**config.mk**
```make
export PLATFORM = sky130hd
export DESIGN_NAME = nov_stage
export DESIGN_NICKNAME = d
export VERILOG_FILES = /design/src/core/nov_pkg.sv /design/src/core/nov_divider.sv /design/src/core/nov_stage.sv
export SDC_FILE = /design/constraint.sdc
export NUM_CORES = 2
export LEC_CHECK = 0
export BUFFER_PORTS_ARGS = -buffer_cell sky130_fd_sc_hd__buf_4
export CAP_MARGIN = 20
export CORE_AREA = 8 8 341 343
export DETAILED_ROUTE_END_ITERATION = 6
export DIE_AREA = 0 0 349 351
export MAX_ROUTING_LAYER = met4
export PLACE_DENSITY = 0.54
export SYNTH_ARGS = -nofsm -noshare
export SYNTH_HDL_FRONTEND = slang
export SYNTH_SLANG_ARGS = --single-unit
export TNS_END_PERCENT = 5
```
**constraint.sdc**
```tcl
create_clock -name i_sys_clk -period 27.6 [get_ports i_sys_clk]
set_input_delay 4.14 -clock i_sys_clk [delete_from_list [all_inputs] [get_ports i_sys_clk]]
set_output_delay 4.14 -clock i_sys_clk [all_outputs]
set_load 0.02 [all_outputs]
```
**src/core/nov_pkg.sv**
```systemverilog
// What this block does
// - Status override: normal, start, trip, blocked; needs forcing enabled.
// - Source select: automatic, calculated, third input, fourth input.
// - Calculated source uses the phase voltages, never a dedicated input.
// - Third or fourth input usable only when configured for residual mode.
// - General settings are static; setting group changes leave them alone.
// - Pick-up asserts when the magnitude rises above the shared threshold.
// - Pick-up releases only below a fixed 97 percent of the threshold.
// - Threshold in 0.01 percent of nominal voltage, default 20.00 percent.
// - START is pick-up gated by an inactive blocking condition.
// - Read-only source code: none, calculated, third input, fourth input.
// - Automatic, with line-to-neutral voltages, falls back to calculated.
// - No residual input and line-to-line only reports no residual available.
// - Pick-up level in primary volts, 0.1 V steps, from source and ratios.
// - Signed time remaining to trip in 5 ms steps while counting down.
// - Ratio of measured magnitude to threshold in hundredths.
// - Calculated residual is one third of the sum of phase voltages.
// - Magnitudes are refreshed on a 5 ms time base.
package nov_pkg;

  // ==========================================================================
  // Register offsets.
  localparam logic [7:0] OFS_CTRL = 8'h00;
  localparam logic [7:0] OFS_THRESH = 8'h04;
  localparam logic [7:0] OFS_TIMING = 8'h08;
  localparam logic [7:0] OFS_IDMT_K = 8'h0C;
  localparam logic [7:0] OFS_VT_PHASE = 8'h10;
  localparam logic [7:0] OFS_VT_RESID = 8'h14;
  localparam logic [7:0] OFS_STATUS = 8'h18;
  localparam logic [7:0] OFS_LEVEL = 8'h1C;
  localparam logic [7:0] OFS_EXP_TIME = 8'h20;
  localparam logic [7:0] OFS_REMAIN = 8'h24;
  localparam logic [7:0] OFS_RATIO = 8'h28;
  localparam logic [7:0] OFS_IRQ_STAT = 8'h2C;
  localparam logic [7:0] OFS_IRQ_MASK = 8'h30;

  // ==========================================================================
  // Field positions.
  localparam int CTRL_FORCE_LSB = 0;
  localparam int CTRL_SEL_LSB = 4;
  localparam int TIMING_TYPE_BIT = 0;
  localparam int TIMING_DT_LSB = 16;

  // ==========================================================================
  // Reset values.
  localparam logic [15:0] THRESH_RST = 16'h07D0;
  localparam logic [15:0] DT_RST = 16'h0008;
  localparam logic [15:0] IDMT_K_RST = 16'h0005;
  localparam logic [15:0] VT_PHASE_RST = 16'h4E20;
  localparam logic [15:0] VT_RESID_RST = 16'h4E20;

  // ==========================================================================
  // Codes.
  localparam logic [1:0] FORCE_NORMAL = 2'h0;
  localparam logic [1:0] FORCE_START = 2'h1;
  localparam logic [1:0] FORCE_TRIP = 2'h2;
  localparam logic [1:0] FORCE_BLOCKED = 2'h3;
  localparam logic [2:0] SEL_AUTO = 3'h1;
  localparam logic [2:0] SEL_CALC = 3'h2;
  localparam logic [2:0] SEL_U3 = 3'h3;
  localparam logic [2:0] SEL_U4 = 3'h4;
  localparam logic [1:0] SRC_NONE = 2'h0;
  localparam logic [1:0] SRC_CALC = 2'h1;
  localparam logic [1:0] SRC_U3 = 2'h2;
  localparam logic [1:0] SRC_U4 = 2'h3;

  // ==========================================================================
  // Scaling and timing.
  localparam int RESET_RATIO_PCT = 97;
  localparam int TIME_STEP_MS = 5;
  localparam int MAX_TIME_MS = 1800000;
  localparam logic [31:0] MAX_TIME_STEPS = 32'(MAX_TIME_MS / TIME_STEP_MS);
  localparam logic [31:0] STEPS_PER_S = 32'(1000 / TIME_STEP_MS);
  localparam logic [16:0] THIRD_Q16 = 17'h05556;

endpackage

```
**src/core/nov_divider.sv**
```systemverilog
// Serial restoring divider, one quotient bit per clock.
module nov_divider #(
  parameter int W = 32
) (
  input wire logic i_sys_clk,
  input wire logic i_rst,
  input wire logic i_go,
  input wire logic [W-1:0] i_num,
  input wire logic [W-1:0] i_den,
  output logic o_done,
  output logic [W-1:0] o_quot
);

  if (W < 2) begin : g_chk
    $error("nov_divider needs W of at least 2");
  end

  logic [W:0] rem_q;
  logic [W-1:0] den_q;
  logic [$clog2(W+1)-1:0] cnt_q;
  logic busy_q;
  logic [W:0] trial;

  // A zero divisor yields all ones, which readers treat as saturation.
  assign trial = {rem_q[W-1:0], o_quot[W-1]} - {1'b0, den_q};

  // ==========================================================================
  // Shift and subtract, W steps after each go pulse.
  always_ff @(posedge i_sys_clk) begin
    if (i_rst) begin
      rem_q <= '0;
      den_q <= '0;
      o_quot <= '0;
      cnt_q <= '0;
      busy_q <= 1'b0;
      o_done <= 1'b0;
    end else begin
      o_done <= 1'b0;
      if (i_go) begin
        rem_q <= '0;
        den_q <= i_den;
        o_quot <= i_num;
        cnt_q <= ($clog2(W+1))'(W);
        busy_q <= 1'b1;
      end else if (busy_q) begin
        if (!trial[W]) begin
          rem_q <= trial;
          o_quot <= {o_quot[W-2:0], 1'b1};
        end else begin
          rem_q <= {rem_q[W-1:0], o_quot[W-1]};
          o_quot <= {o_quot[W-2:0], 1'b0};
        end
        cnt_q <= cnt_q - 1'b1;
        if (cnt_q == 1) begin
          busy_q <= 1'b0;
          o_done <= 1'b1;
        end
      end
    end
  end

endmodule

```
**src/core/nov_stage.sv**
```systemverilog
// One stage of the neutral overvoltage pick-up with its settings and status.
//
// The AXI4-Lite register port and the address map were chosen for this implementation.
module nov_stage #(
  parameter int MW = 16
) (
  input wire logic i_sys_clk,
  input wire logic i_rst,
  // Measurement update strobe and magnitudes, in 0.01 percent of nominal.
  input wire logic i_meas_valid,
  input wire logic [MW-1:0] i_ul1_rms,
  input wire logic [MW-1:0] i_ul2_rms,
  input wire logic [MW-1:0] i_ul3_rms,
  input wire logic [MW-1:0] i_u3_rms,
  input wire logic [MW-1:0] i_u4_rms,
  // Configuration and control levels from the same clock domain.
  input wire logic i_block,
  input wire logic i_force_enable,
  input wire logic i_ch3_resid_mode,
  input wire logic i_ch4_resid_mode,
  input wire logic i_ln_connected,
  input wire logic [2:0] i_setting_group,
  // AXI4-Lite slave.
  input wire logic [7:0] i_awaddr,
  input wire logic i_awvalid,
  output logic o_awready,
  input wire logic [31:0] i_wdata,
  input wire logic [3:0] i_wstrb,
  input wire logic i_wvalid,
  output logic o_wready,
  output logic [1:0] o_bresp,
  output logic o_bvalid,
  input wire logic i_bready,
  input wire logic [7:0] i_araddr,
  input wire logic i_arvalid,
  output logic o_arready,
  output logic [31:0] o_rdata,
  output logic [1:0] o_rresp,
  output logic o_rvalid,
  input wire logic i_rready,
  // Stage outputs.
  output logic o_start,
  output logic o_trip,
  output logic o_blocked,
  output logic o_irq
);

  if (MW < 8 || MW > 16) begin : g_chk
    $error("nov_stage supports magnitude widths 8 to 16");
  end

  typedef enum logic [3:0] {
    ST_IDLE = 4'b0001,
    ST_RATIO = 4'b0010,
    ST_TIME = 4'b0100,
    ST_LEVEL = 4'b1000
  } nov_state_e;

  function automatic logic [31:0] merge_strb(input logic [31:0] old_v,
                                             input logic [31:0] new_v,
                                             input logic [3:0] strb);
    logic [31:0] r;
    r = old_v;
    for (int b = 0; b < 4; b++) begin
      if (strb[b]) begin
        r[8*b +: 8] = new_v[8*b +: 8];
      end
    end
    return r;
  endfunction

  // ==========================================================================
  // Register storage.
  logic [31:0] ctrl_q, thresh_q, timing_q, idmt_k_q, vt_phase_q, vt_resid_q;
  logic [31:0] level_q, exp_q, ratio_q, remain_q, elapsed_q;
  logic [2:0] irq_stat_q, irq_mask_q, ev_set;
  logic [1:0] src_q;
  logic pickup_q, start_int_q, trip_int_q, blk_int_q;
  logic aw_have_q, w_have_q, wr_en;
  logic [7:0] awaddr_q;
  logic [31:0] wdata_q;
  logic [3:0] wstrb_q;
  logic [1:0] force_q;
  logic [2:0] sel_q;
  logic [15:0] thr;
  logic force_act;

  assign force_q = ctrl_q[nov_pkg::CTRL_FORCE_LSB +: 2];
  assign sel_q = ctrl_q[nov_pkg::CTRL_SEL_LSB +: 3];
  assign thr = thresh_q[15:0];
  // Forcing is honoured only while the global test option is on.
  assign force_act = i_force_enable && (force_q != nov_pkg::FORCE_NORMAL);
  assign wr_en = aw_have_q && w_have_q && !o_bvalid;

  // ==========================================================================
  // Write channel: address and data taken in either order.
  always_ff @(posedge i_sys_clk) begin
    if (i_rst) begin
      aw_have_q <= 1'b0;
      w_have_q <= 1'b0;
      o_awready <= 1'b1;
      o_wready <= 1'b1;
      o_bvalid <= 1'b0;
      o_bresp <= 2'h0;
      awaddr_q <= '0;
      wdata_q <= '0;
      wstrb_q <= '0;
    end else begin
      if (i_awvalid && o_awready) begin
        aw_have_q <= 1'b1;
        awaddr_q <= i_awaddr;
        o_awready <= 1'b0;
      end
      if (i_wvalid && o_wready) begin
        w_have_q <= 1'b1;
        wdata_q <= i_wdata;
        wstrb_q <= i_wstrb;
        o_wready <= 1'b0;
      end
      if (wr_en) begin
        o_bvalid <= 1'b1;
        o_bresp <= (awaddr_q <= nov_pkg::OFS_IRQ_MASK &&
                    awaddr_q[1:0] == 2'h0) ? 2'h0 : 2'h2;
      end else if (o_bvalid && i_bready) begin
        o_bvalid <= 1'b0;
        aw_have_q <= 1'b0;
        w_have_q <= 1'b0;
        o_awready <= 1'b1;
        o_wready <= 1'b1;
      end
    end
  end

  // ==========================================================================
  // Settings. They are not banked, so the active setting group has no
  // path into them; only a bus write changes them.
  always_ff @(posedge i_sys_clk) begin
    if (i_rst) begin
      ctrl_q <= 32'(nov_pkg::SEL_AUTO) << nov_pkg::CTRL_SEL_LSB;
      thresh_q <= {16'h0000, nov_pkg::THRESH_RST};
      timing_q <= {nov_pkg::DT_RST, 16'h0000};
      idmt_k_q <= {16'h0000, nov_pkg::IDMT_K_RST};
      vt_phase_q <= {16'h0000, nov_pkg::VT_PHASE_RST};
      vt_resid_q <= {16'h0000, nov_pkg::VT_RESID_RST};
      irq_mask_q <= '0;
    end else if (wr_en) begin
      if (awaddr_q == nov_pkg::OFS_CTRL) begin
        ctrl_q <= merge_strb(ctrl_q, wdata_q, wstrb_q) & 32'h0000_0073;
      end else if (awaddr_q == nov_pkg::OFS_THRESH) begin
        thresh_q <= merge_strb(thresh_q, wdata_q, wstrb_q) & 32'h0000_FFFF;
      end else if (awaddr_q == nov_pkg::OFS_TIMING) begin
        timing_q <= merge_strb(timing_q, wdata_q, wstrb_q) & 32'hFFFF_0001;
      end else if (awaddr_q == nov_pkg::OFS_IDMT_K) begin
        idmt_k_q <= merge_strb(idmt_k_q, wdata_q, wstrb_q) & 32'h0000_FFFF;
      end else if (awaddr_q == nov_pkg::OFS_VT_PHASE) begin
        vt_phase_q <= merge_strb(vt_phase_q, wdata_q, wstrb_q) & 32'h0000_FFFF;
      end else if (awaddr_q == nov_pkg::OFS_VT_RESID) begin
        vt_resid_q <= merge_strb(vt_resid_q, wdata_q, wstrb_q) & 32'h0000_FFFF;
      end else if (awaddr_q == nov_pkg::OFS_IRQ_MASK && wstrb_q[0]) begin
        irq_mask_q <= wdata_q[2:0];
      end
    end
  end

  // ==========================================================================
  // Read channel: data follow one cycle after the address is taken.
  always_ff @(posedge i_sys_clk) begin
    if (i_rst) begin
      o_arready <= 1'b1;
      o_rvalid <= 1'b0;
      o_rdata <= '0;
      o_rresp <= 2'h0;
    end else if (i_arvalid && o_arready) begin
      o_arready <= 1'b0;
      o_rvalid <= 1'b1;
      o_rresp <= 2'h0;
      if (i_araddr == nov_pkg::OFS_CTRL) begin
        o_rdata <= ctrl_q;
      end else if (i_araddr == nov_pkg::OFS_THRESH) begin
        o_rdata <= thresh_q;
      end else if (i_araddr == nov_pkg::OFS_TIMING) begin
        o_rdata <= timing_q;
      end else if (i_araddr == nov_pkg::OFS_IDMT_K) begin
        o_rdata <= idmt_k_q;
      end else if (i_araddr == nov_pkg::OFS_VT_PHASE) begin
        o_rdata <= vt_phase_q;
      end else if (i_araddr == nov_pkg::OFS_VT_RESID) begin
        o_rdata <= vt_resid_q;
      end else if (i_araddr == nov_pkg::OFS_STATUS) begin
        o_rdata <= {24'h000000, blk_int_q, trip_int_q, start_int_q, pickup_q,
                    2'h0, src_q};
      end else if (i_araddr == nov_pkg::OFS_LEVEL) begin
        o_rdata <= level_q;
      end else if (i_araddr == nov_pkg::OFS_EXP_TIME) begin
        o_rdata <= exp_q;
      end else if (i_araddr == nov_pkg::OFS_REMAIN) begin
        o_rdata <= remain_q;
      end else if (i_araddr == nov_pkg::OFS_RATIO) begin
        o_rdata <= ratio_q;
      end else if (i_araddr == nov_pkg::OFS_IRQ_STAT) begin
        o_rdata <= {29'h0, irq_stat_q};
      end else if (i_araddr == nov_pkg::OFS_IRQ_MASK) begin
        o_rdata <= {29'h0, irq_mask_q};
      end else begin
        o_rdata <= '0;
        o_rresp <= 2'h2;
      end
    end else if (o_rvalid && i_rready) begin
      o_rvalid <= 1'b0;
      o_arready <= 1'b1;
    end
  end

  // ==========================================================================
  // Source resolution. A dedicated input is used only if it is in residual
  // mode; an unusable explicit choice behaves as automatic selection.
  always_ff @(posedge i_sys_clk) begin
    if (i_rst) begin
      src_q <= nov_pkg::SRC_NONE;
    end else if (sel_q == nov_pkg::SEL_CALC) begin
      src_q <= nov_pkg::SRC_CALC;
    end else if (sel_q == nov_pkg::SEL_U3 && i_ch3_resid_mode) begin
      src_q <= nov_pkg::SRC_U3;
    end else if (sel_q == nov_pkg::SEL_U4 && i_ch4_resid_mode) begin
      src_q <= nov_pkg::SRC_U4;
    end else if (i_ln_connected) begin
      src_q <= nov_pkg::SRC_CALC;
    end else if (i_ch3_resid_mode) begin
      src_q <= nov_pkg::SRC_U3;
    end else if (i_ch4_resid_mode) begin
      src_q <= nov_pkg::SRC_U4;
    end else begin
      src_q <= nov_pkg::SRC_NONE;
    end
  end

  // Zero-sequence magnitude: one third of the phase sum, by a Q16 multiply.
  logic [17:0] phase_sum;
  logic [34:0] third_prod;
  logic [15:0] mag;
  assign phase_sum = 18'(i_ul1_rms) + 18'(i_ul2_rms) + 18'(i_ul3_rms);
  assign third_prod = 35'(phase_sum) * 35'(nov_pkg::THIRD_Q16);
  always_comb begin
    if (src_q == nov_pkg::SRC_CALC) begin
      // The Q16 third rounds up, so a full-scale sum can spill past 16 bits.
      mag = third_prod[32] ? 16'hFFFF : third_prod[31:16];
    end else if (src_q == nov_pkg::SRC_U3) begin
      mag = 16'(i_u3_rms);
    end else if (src_q == nov_pkg::SRC_U4) begin
      mag = 16'(i_u4_rms);
    end else begin
      mag = 16'h0000;
    end
  end

  // ==========================================================================
  // Comparator, hysteresis and blocking gate, evaluated on each update.
  logic pick_d, rise_above, fall_below;
  assign rise_above = mag > thr;
  assign fall_below = 32'(mag) * 32'd100 <
                      32'(thr) * 32'(nov_pkg::RESET_RATIO_PCT);
  assign pick_d = pickup_q ? !fall_below : rise_above;

  always_ff @(posedge i_sys_clk) begin
    if (i_rst) begin
      pickup_q <= 1'b0;
      start_int_q <= 1'b0;
      blk_int_q <= 1'b0;
      trip_int_q <= 1'b0;
      elapsed_q <= '0;
    end else if (i_meas_valid) begin
      pickup_q <= pick_d;
      start_int_q <= pick_d && !i_block;
      blk_int_q <= pick_d && i_block;
      if (pick_d && !i_block) begin
        trip_int_q <= trip_int_q || (elapsed_q >= exp_q);
        elapsed_q <= (elapsed_q < nov_pkg::MAX_TIME_STEPS) ?
                     elapsed_q + 32'd1 : elapsed_q;
      end else begin
        trip_int_q <= 1'b0;
        elapsed_q <= '0;
      end
    end
  end

  // Countdown shown as expected minus elapsed; it may go negative.
  always_ff @(posedge i_sys_clk) begin
    if (i_rst) begin
      remain_q <= '0;
    end else begin
      remain_q <= start_int_q ? exp_q - elapsed_q : 32'h0000_0000;
    end
  end

  // ==========================================================================
  // Outputs with the status override applied on top of the live state.
  always_ff @(posedge i_sys_clk) begin
    if (i_rst) begin
      o_start <= 1'b0;
      o_trip <= 1'b0;
      o_blocked <= 1'b0;
    end else if (force_act) begin
      o_start <= force_q == nov_pkg::FORCE_START ||
                 force_q == nov_pkg::FORCE_TRIP;
      o_trip <= force_q == nov_pkg::FORCE_TRIP;
      o_blocked <= force_q == nov_pkg::FORCE_BLOCKED;
    end else begin
      o_start <= start_int_q;
      o_trip <= trip_int_q;
      o_blocked <= blk_int_q;
    end
  end

  // Rising edges of the outputs set sticky flags; a set beats a clear.
  logic start_p, trip_p, blk_p;
  assign ev_set = {o_blocked & ~blk_p, o_trip & ~trip_p, o_start & ~start_p};
  always_ff @(posedge i_sys_clk) begin
    if (i_rst) begin
      start_p <= 1'b0;
      trip_p <= 1'b0;
      blk_p <= 1'b0;
      irq_stat_q <= '0;
      o_irq <= 1'b0;
    end else begin
      start_p <= o_start;
      trip_p <= o_trip;
      blk_p <= o_blocked;
      irq_stat_q <= (irq_stat_q &
                     ~((wr_en && awaddr_q == nov_pkg::OFS_IRQ_STAT &&
                        wstrb_q[0]) ? wdata_q[2:0] : 3'h0)) |
                    ev_set;
      o_irq <= |(irq_stat_q & irq_mask_q);
    end
  end

  // ==========================================================================
  // Derived values: ratio, expected time and primary level, one division
  // each, run in turn after every update. An update that lands while the
  // sequence is running is skipped; updates are far apart in practice.
  nov_state_e st_q;
  logic div_go_q, div_done;
  logic [31:0] div_num_q, div_den_q, div_quot, vt_sel;
  assign vt_sel = (src_q == nov_pkg::SRC_CALC) ? vt_phase_q : vt_resid_q;

  nov_divider #(.W(32)) u_div (
    .i_sys_clk(i_sys_clk),
    .i_rst(i_rst),
    .i_go(div_go_q),
    .i_num(div_num_q),
    .i_den(div_den_q),
    .o_done(div_done),
    .o_quot(div_quot)
  );

  always_ff @(posedge i_sys_clk) begin
    if (i_rst) begin
      st_q <= ST_IDLE;
      div_go_q <= 1'b0;
      div_num_q <= '0;
      div_den_q <= '0;
      ratio_q <= '0;
      exp_q <= {16'h0000, nov_pkg::DT_RST};
      level_q <= '0;
    end else begin
      div_go_q <= 1'b0;
      case (st_q)
        ST_IDLE: begin
          if (i_meas_valid) begin
            div_num_q <= 32'(mag) * 32'd100;
            div_den_q <= 32'(thr);
            div_go_q <= 1'b1;
            st_q <= ST_RATIO;
          end
        end
        ST_RATIO: begin
          if (div_done) begin
            ratio_q <= div_quot;
            div_num_q <= idmt_k_q * nov_pkg::STEPS_PER_S;
            div_den_q <= (div_quot > 32'd100) ? div_quot - 32'd100 : '0;
            div_go_q <= 1'b1;
            st_q <= ST_TIME;
          end
        end
        ST_TIME: begin
          if (!timing_q[nov_pkg::TIMING_TYPE_BIT]) begin
            exp_q <= 32'(timing_q[nov_pkg::TIMING_DT_LSB +: 16]);
          end else if (div_done) begin
            exp_q <= (div_quot > nov_pkg::MAX_TIME_STEPS) ?
                     nov_pkg::MAX_TIME_STEPS : div_quot;
          end
          if (div_done) begin
            div_num_q <= thresh_q * vt_sel;
            div_den_q <= 32'd1000;
            div_go_q <= 1'b1;
            st_q <= ST_LEVEL;
          end
        end
        ST_LEVEL: begin
          if (div_done) begin
            level_q <= (src_q == nov_pkg::SRC_NONE) ? '0 : div_quot;
            st_q <= ST_IDLE;
          end
        end
        default: st_q <= ST_IDLE;
      endcase
    end
  end

  // ==========================================================================
  // Checks.
  a_force_start: assert property (@(posedge i_sys_clk) disable iff (i_rst)
    i_force_enable && force_q == nov_pkg::FORCE_START |=> o_start && !o_trip)
    else $error("forced start not shown");
  a_force_off: assert property (@(posedge i_sys_clk) disable iff (i_rst)
    !i_force_enable ##1 !i_force_enable |-> o_start == $past(start_int_q))
    else $error("override acted without forcing enabled");
  a_calc_source: assert property (@(posedge i_sys_clk) disable iff (i_rst)
    sel_q == nov_pkg::SEL_CALC |=> src_q == nov_pkg::SRC_CALC)
    else $error("calculated source not used");
  a_u3_mode: assert property (@(posedge i_sys_clk) disable iff (i_rst)
    !i_ch3_resid_mode |=> src_q != nov_pkg::SRC_U3)
    else $error("third input used outside residual mode");
  a_static_ctrl: assert property (@(posedge i_sys_clk) disable iff (i_rst)
    !wr_en && $changed(i_setting_group) |=> $stable(ctrl_q))
    else $error("settings moved with setting group");
  a_pickup_rise: assert property (@(posedge i_sys_clk) disable iff (i_rst)
    i_meas_valid && mag > thr |=> pickup_q)
    else $error("pick-up missed above threshold");
  a_pickup_hyst: assert property (@(posedge i_sys_clk) disable iff (i_rst)
    i_meas_valid && pickup_q && 32'(mag) * 32'd100 >= 32'(thr) * 32'd97
    |=> pickup_q)
    else $error("pick-up released inside hysteresis");
  a_start_gate: assert property (@(posedge i_sys_clk) disable iff (i_rst)
    i_meas_valid && i_block |=> !start_int_q ##1
    ($past(force_act) || !o_start))
    else $error("start raised while blocked");
  a_no_resid: assert property (@(posedge i_sys_clk) disable iff (i_rst)
    sel_q == nov_pkg::SEL_AUTO && !i_ln_connected && !i_ch3_resid_mode &&
    !i_ch4_resid_mode |=> src_q == nov_pkg::SRC_NONE)
    else $error("missing no-residual code");
  a_update_only: assert property (@(posedge i_sys_clk) disable iff (i_rst)
    !i_meas_valid |=> $stable(pickup_q) && $stable(start_int_q))
    else $error("comparison ran without update");

endmodule

```
==> impl_metrics.csv <==
group,metric,value,unit
flow_run,cap_violations,0,
floorplan,core_area,111000,um^2
yosys,synth-seq-cells,523,
worst_hold_path,hold_class,"reg2reg",
floorplan,io-pin-count,193,
detailed_routing,dr_wl_met3,8.71,mm
worst_setup_path,critPathCapture,"elapsed_q[17]",
worst_setup_path,worst-path-stages,56,
floorplan,num_rows,123,
worst_setup_path,r2r_slack,18.86,ns
worst_setup_path,timing.rr.end,"elapsed_q[17]",
floorplan,initial_core_util,0.395,
layout,n_antenna_cell,0,
detailed_routing,wire_per_inst,20.1,um
worst_setup_path,crit_arrival,19.96,ns
layout,multi_input_area,30200,um^2
worst_setup_path,cp-end-kind,"register",
clock_tree,cts_buffer_depth,3,
yosys,yosysMostFrequentCell,"inv_1",
layout,nFillCells,11300,
clock_tree,htreeDepth,2,
grt,grt_overflow,0,
placement,hpwlAfterDp,106,mm
sta,setup_viol,0,
placement,gp_congestion,0.890,
detailed_routing,drc,0,
layout,layout.nets,6273,
yosys,synth_edf_count,0,
clock_tree,ctsHoldBuffers,0,
grt,grt_pass1_vias,36300,
sta,tns,0,ns
layout,drive_gt1_frac,0.0755,
yosys,synth_cell_types,86,
clock_tree,clock_latency,0.63,ns
worst_setup_path,critical-path-max-stage-delay,0.74,ns
yosys,ys.flop_type,"dfxtp_1",
grt,grt_usage,0.226,
sta,rsz0062_at_grt,"no",
worst_setup_path,crit_required,28.13,ns
yosys,synth_area_per_cell,8.36,um^2
worst_setup_path,startpoint_type,"input port",
floorplan,die_y,351,um
yosys,synthTopCellsByCount,"inv_1, nand2_1, nor2_1",
yosys,synthCells,5248,
sta,finalClockSkew,0.0328,ns
grt,grt_max_degree,115,
worst_setup_path,rr_worst_depth,30,
layout,layout-area-overhead-vs-synth,10.9,%
worst_setup_path,cpLargestDelayFamily,"compound AO/OA/AOI/OAI gates",
placement,place_inst,6741,
yosys,synth_top_cell_by_area,"dfxtp_1",
floorplan,die_x,349,um
worst_setup_path,path_buf_inv,5,
worst_setup_path,path_class,"in2reg",
worst_setup_path,crit_path_max_fanout,21,
worst_setup_path,critPathLaunch,"i_ul1_rms[2]",
yosys,syn_area,43900,um^2
clock_tree,cts-root-buf,"clkbuf_16",
yosys,synth_warnings,0,
sta,worst_pin_slew,1.09,ns
sta,period_share,0.704,
clock_tree,clk_pin_slew,0.06,ns
sta,max_freq,51.5,MHz
clock_tree,cts_resized,0,
worst_setup_path,cpMostUsedCell,"ha_1",
sta,relSlewSlack,0.267,
run_status,status,"completed",
worst_setup_path,r2r-start,"src_q[0]",
sta,hold_violations,0,
yosys,async_flop_share,0,
placement,portBuffers,187,
grt,antenna_found_initial,2,
clock_tree,clock_sinks,523,
clock_tree,cts_buffers,57,
layout,regArea,10500,um^2
worst_setup_path,cpMaxStageDelayCell,"o41ai_1",
detailed_routing,ant_nets,0,
detailed_routing,wl_met2,60.7,mm
yosys,yosysTopAreaCellShare,0.239,
detailed_routing,drt_pass1_iterations,6,
detailed_routing,drt-total-wl,138,mm
layout,fin_cells,6850,
detailed_routing,drt-met1-wl,63.2,mm
sta,slew_violations,0,
yosys,ys_top_cells_by_area,"dfxtp_1, ha_1, fa_1",
yosys,yosysSeqAreaShare,0.239,
detailed_routing,topRoutingLayerUsed,"met4",
detailed_routing,num_vias,36800,
detailed_routing,drt_iter0_drc,2604,
clock_tree,post_cts_buffers,0,
floorplan,fp.dieArea,122000,um^2
sta,fin_crit,19.43,ns
grt,grt_first_pass_wirelength,213,mm
detailed_routing,vias_per_cell,5.37,
clock_tree,tritoncts,"done",
area by class of cell:
cell class / instances / area share
clock inverter: 28 / 0.00570
multi-input combinational: 3846 / 0.620
timing repair buffer: 251 / 0.0391
tap: 1500 / 0.0385
clock buffer: 77 / 0.0335
sequential: 523 / 0.215
inverter: 625 / 0.0482
through the flow:
stage	cell area, um^2	hold slack, ns	util	worst slack [ns]
finish	48700	0.451	0.438	8.17
global route	48700	0.472	0.438	6.87
CTS	48700	0.452	0.437	7.88
detailed placement	46700	0.445	0.420	7.33
global placement	46700	0.438	0.420	7.36
floorplan	43900	0.428	-	10.23
worst min path at each step:
stage	cells past startpoint	startpoint	to
after floorplan	2	level_q[0]	level_q[0]
after global placement	2	level_q[15]	level_q[15]
after detailed placement	2	level_q[15]	level_q[15]
after CTS	2	level_q[15]	level_q[15]
after global routing	2	level_q[2]	level_q[2]
final	2	level_q[15]	level_q[15]
worst reg2reg max path: cells and delay by family, from the launching register on:
family          cells  cell delay (ns)
xor+xnor            1             0.32
buf+inv             6             1.34
compound gates     13             3.50
flops               1             0.30
fa+ha+maj           5             1.86
simple gates        5             1.32
layout by cell type (no fill, tap or decap), types with 68 or more instances in the layout:
master / count
inv_1: 625
nand2_1: 551
nor2_1: 531
dfxtp_1: 521
ha_1: 506
a21oi_1: 400
fa_1: 315
buf_4: 246
mux2i_1: 152
xnor2_1: 132
o21ai_0: 127
nand3_1: 124
a22oi_1: 89
nor3_1: 81
xor2_1: 72
a21o_1: 68
cells by family (layout without fill, tap and decap cells):
kind of cell             count (synthesis)  count (layout)  share of synthesized area
AO/OA/AOI/OAI                         1044            1044                      0.155
multiplexers                           169             169                     0.0393
AND/OR/NAND/NOR                       1605            1605                      0.163
adder cells (fa/ha/maj)                821             821                      0.288
flip-flops                             523             523                      0.239
other                                    1               2                  0.0000854
XOR/XNOR                               205             205                     0.0409
buffers and inverters                  880             981                     0.0755
flip-flops by register name, summed over array words and instances (netlist names), 17 cells and up:
signal and flops:
div_den_q 32, div_num_q 32, elapsed_q 32, exp_q 32
level_q 32, o_rdata 32, ratio_q 32, remain_q 32
timing_q 17, u_div.den_q 32, u_div.o_quot 32, u_div.rem_q 32
wdata_q 32
metal layers:
layer / global-route usage / up-vias
met5: - / -
met4: 0.0730 / 0
met3: 0.0376 / 205
met2: 0.351 / 1034
met1: 0.301 / 17700
li1: - / 17900
Power is left out: the tool's default activity adds up to more than one toggle a clock period on the data nets, which glitch-free logic cannot reach.
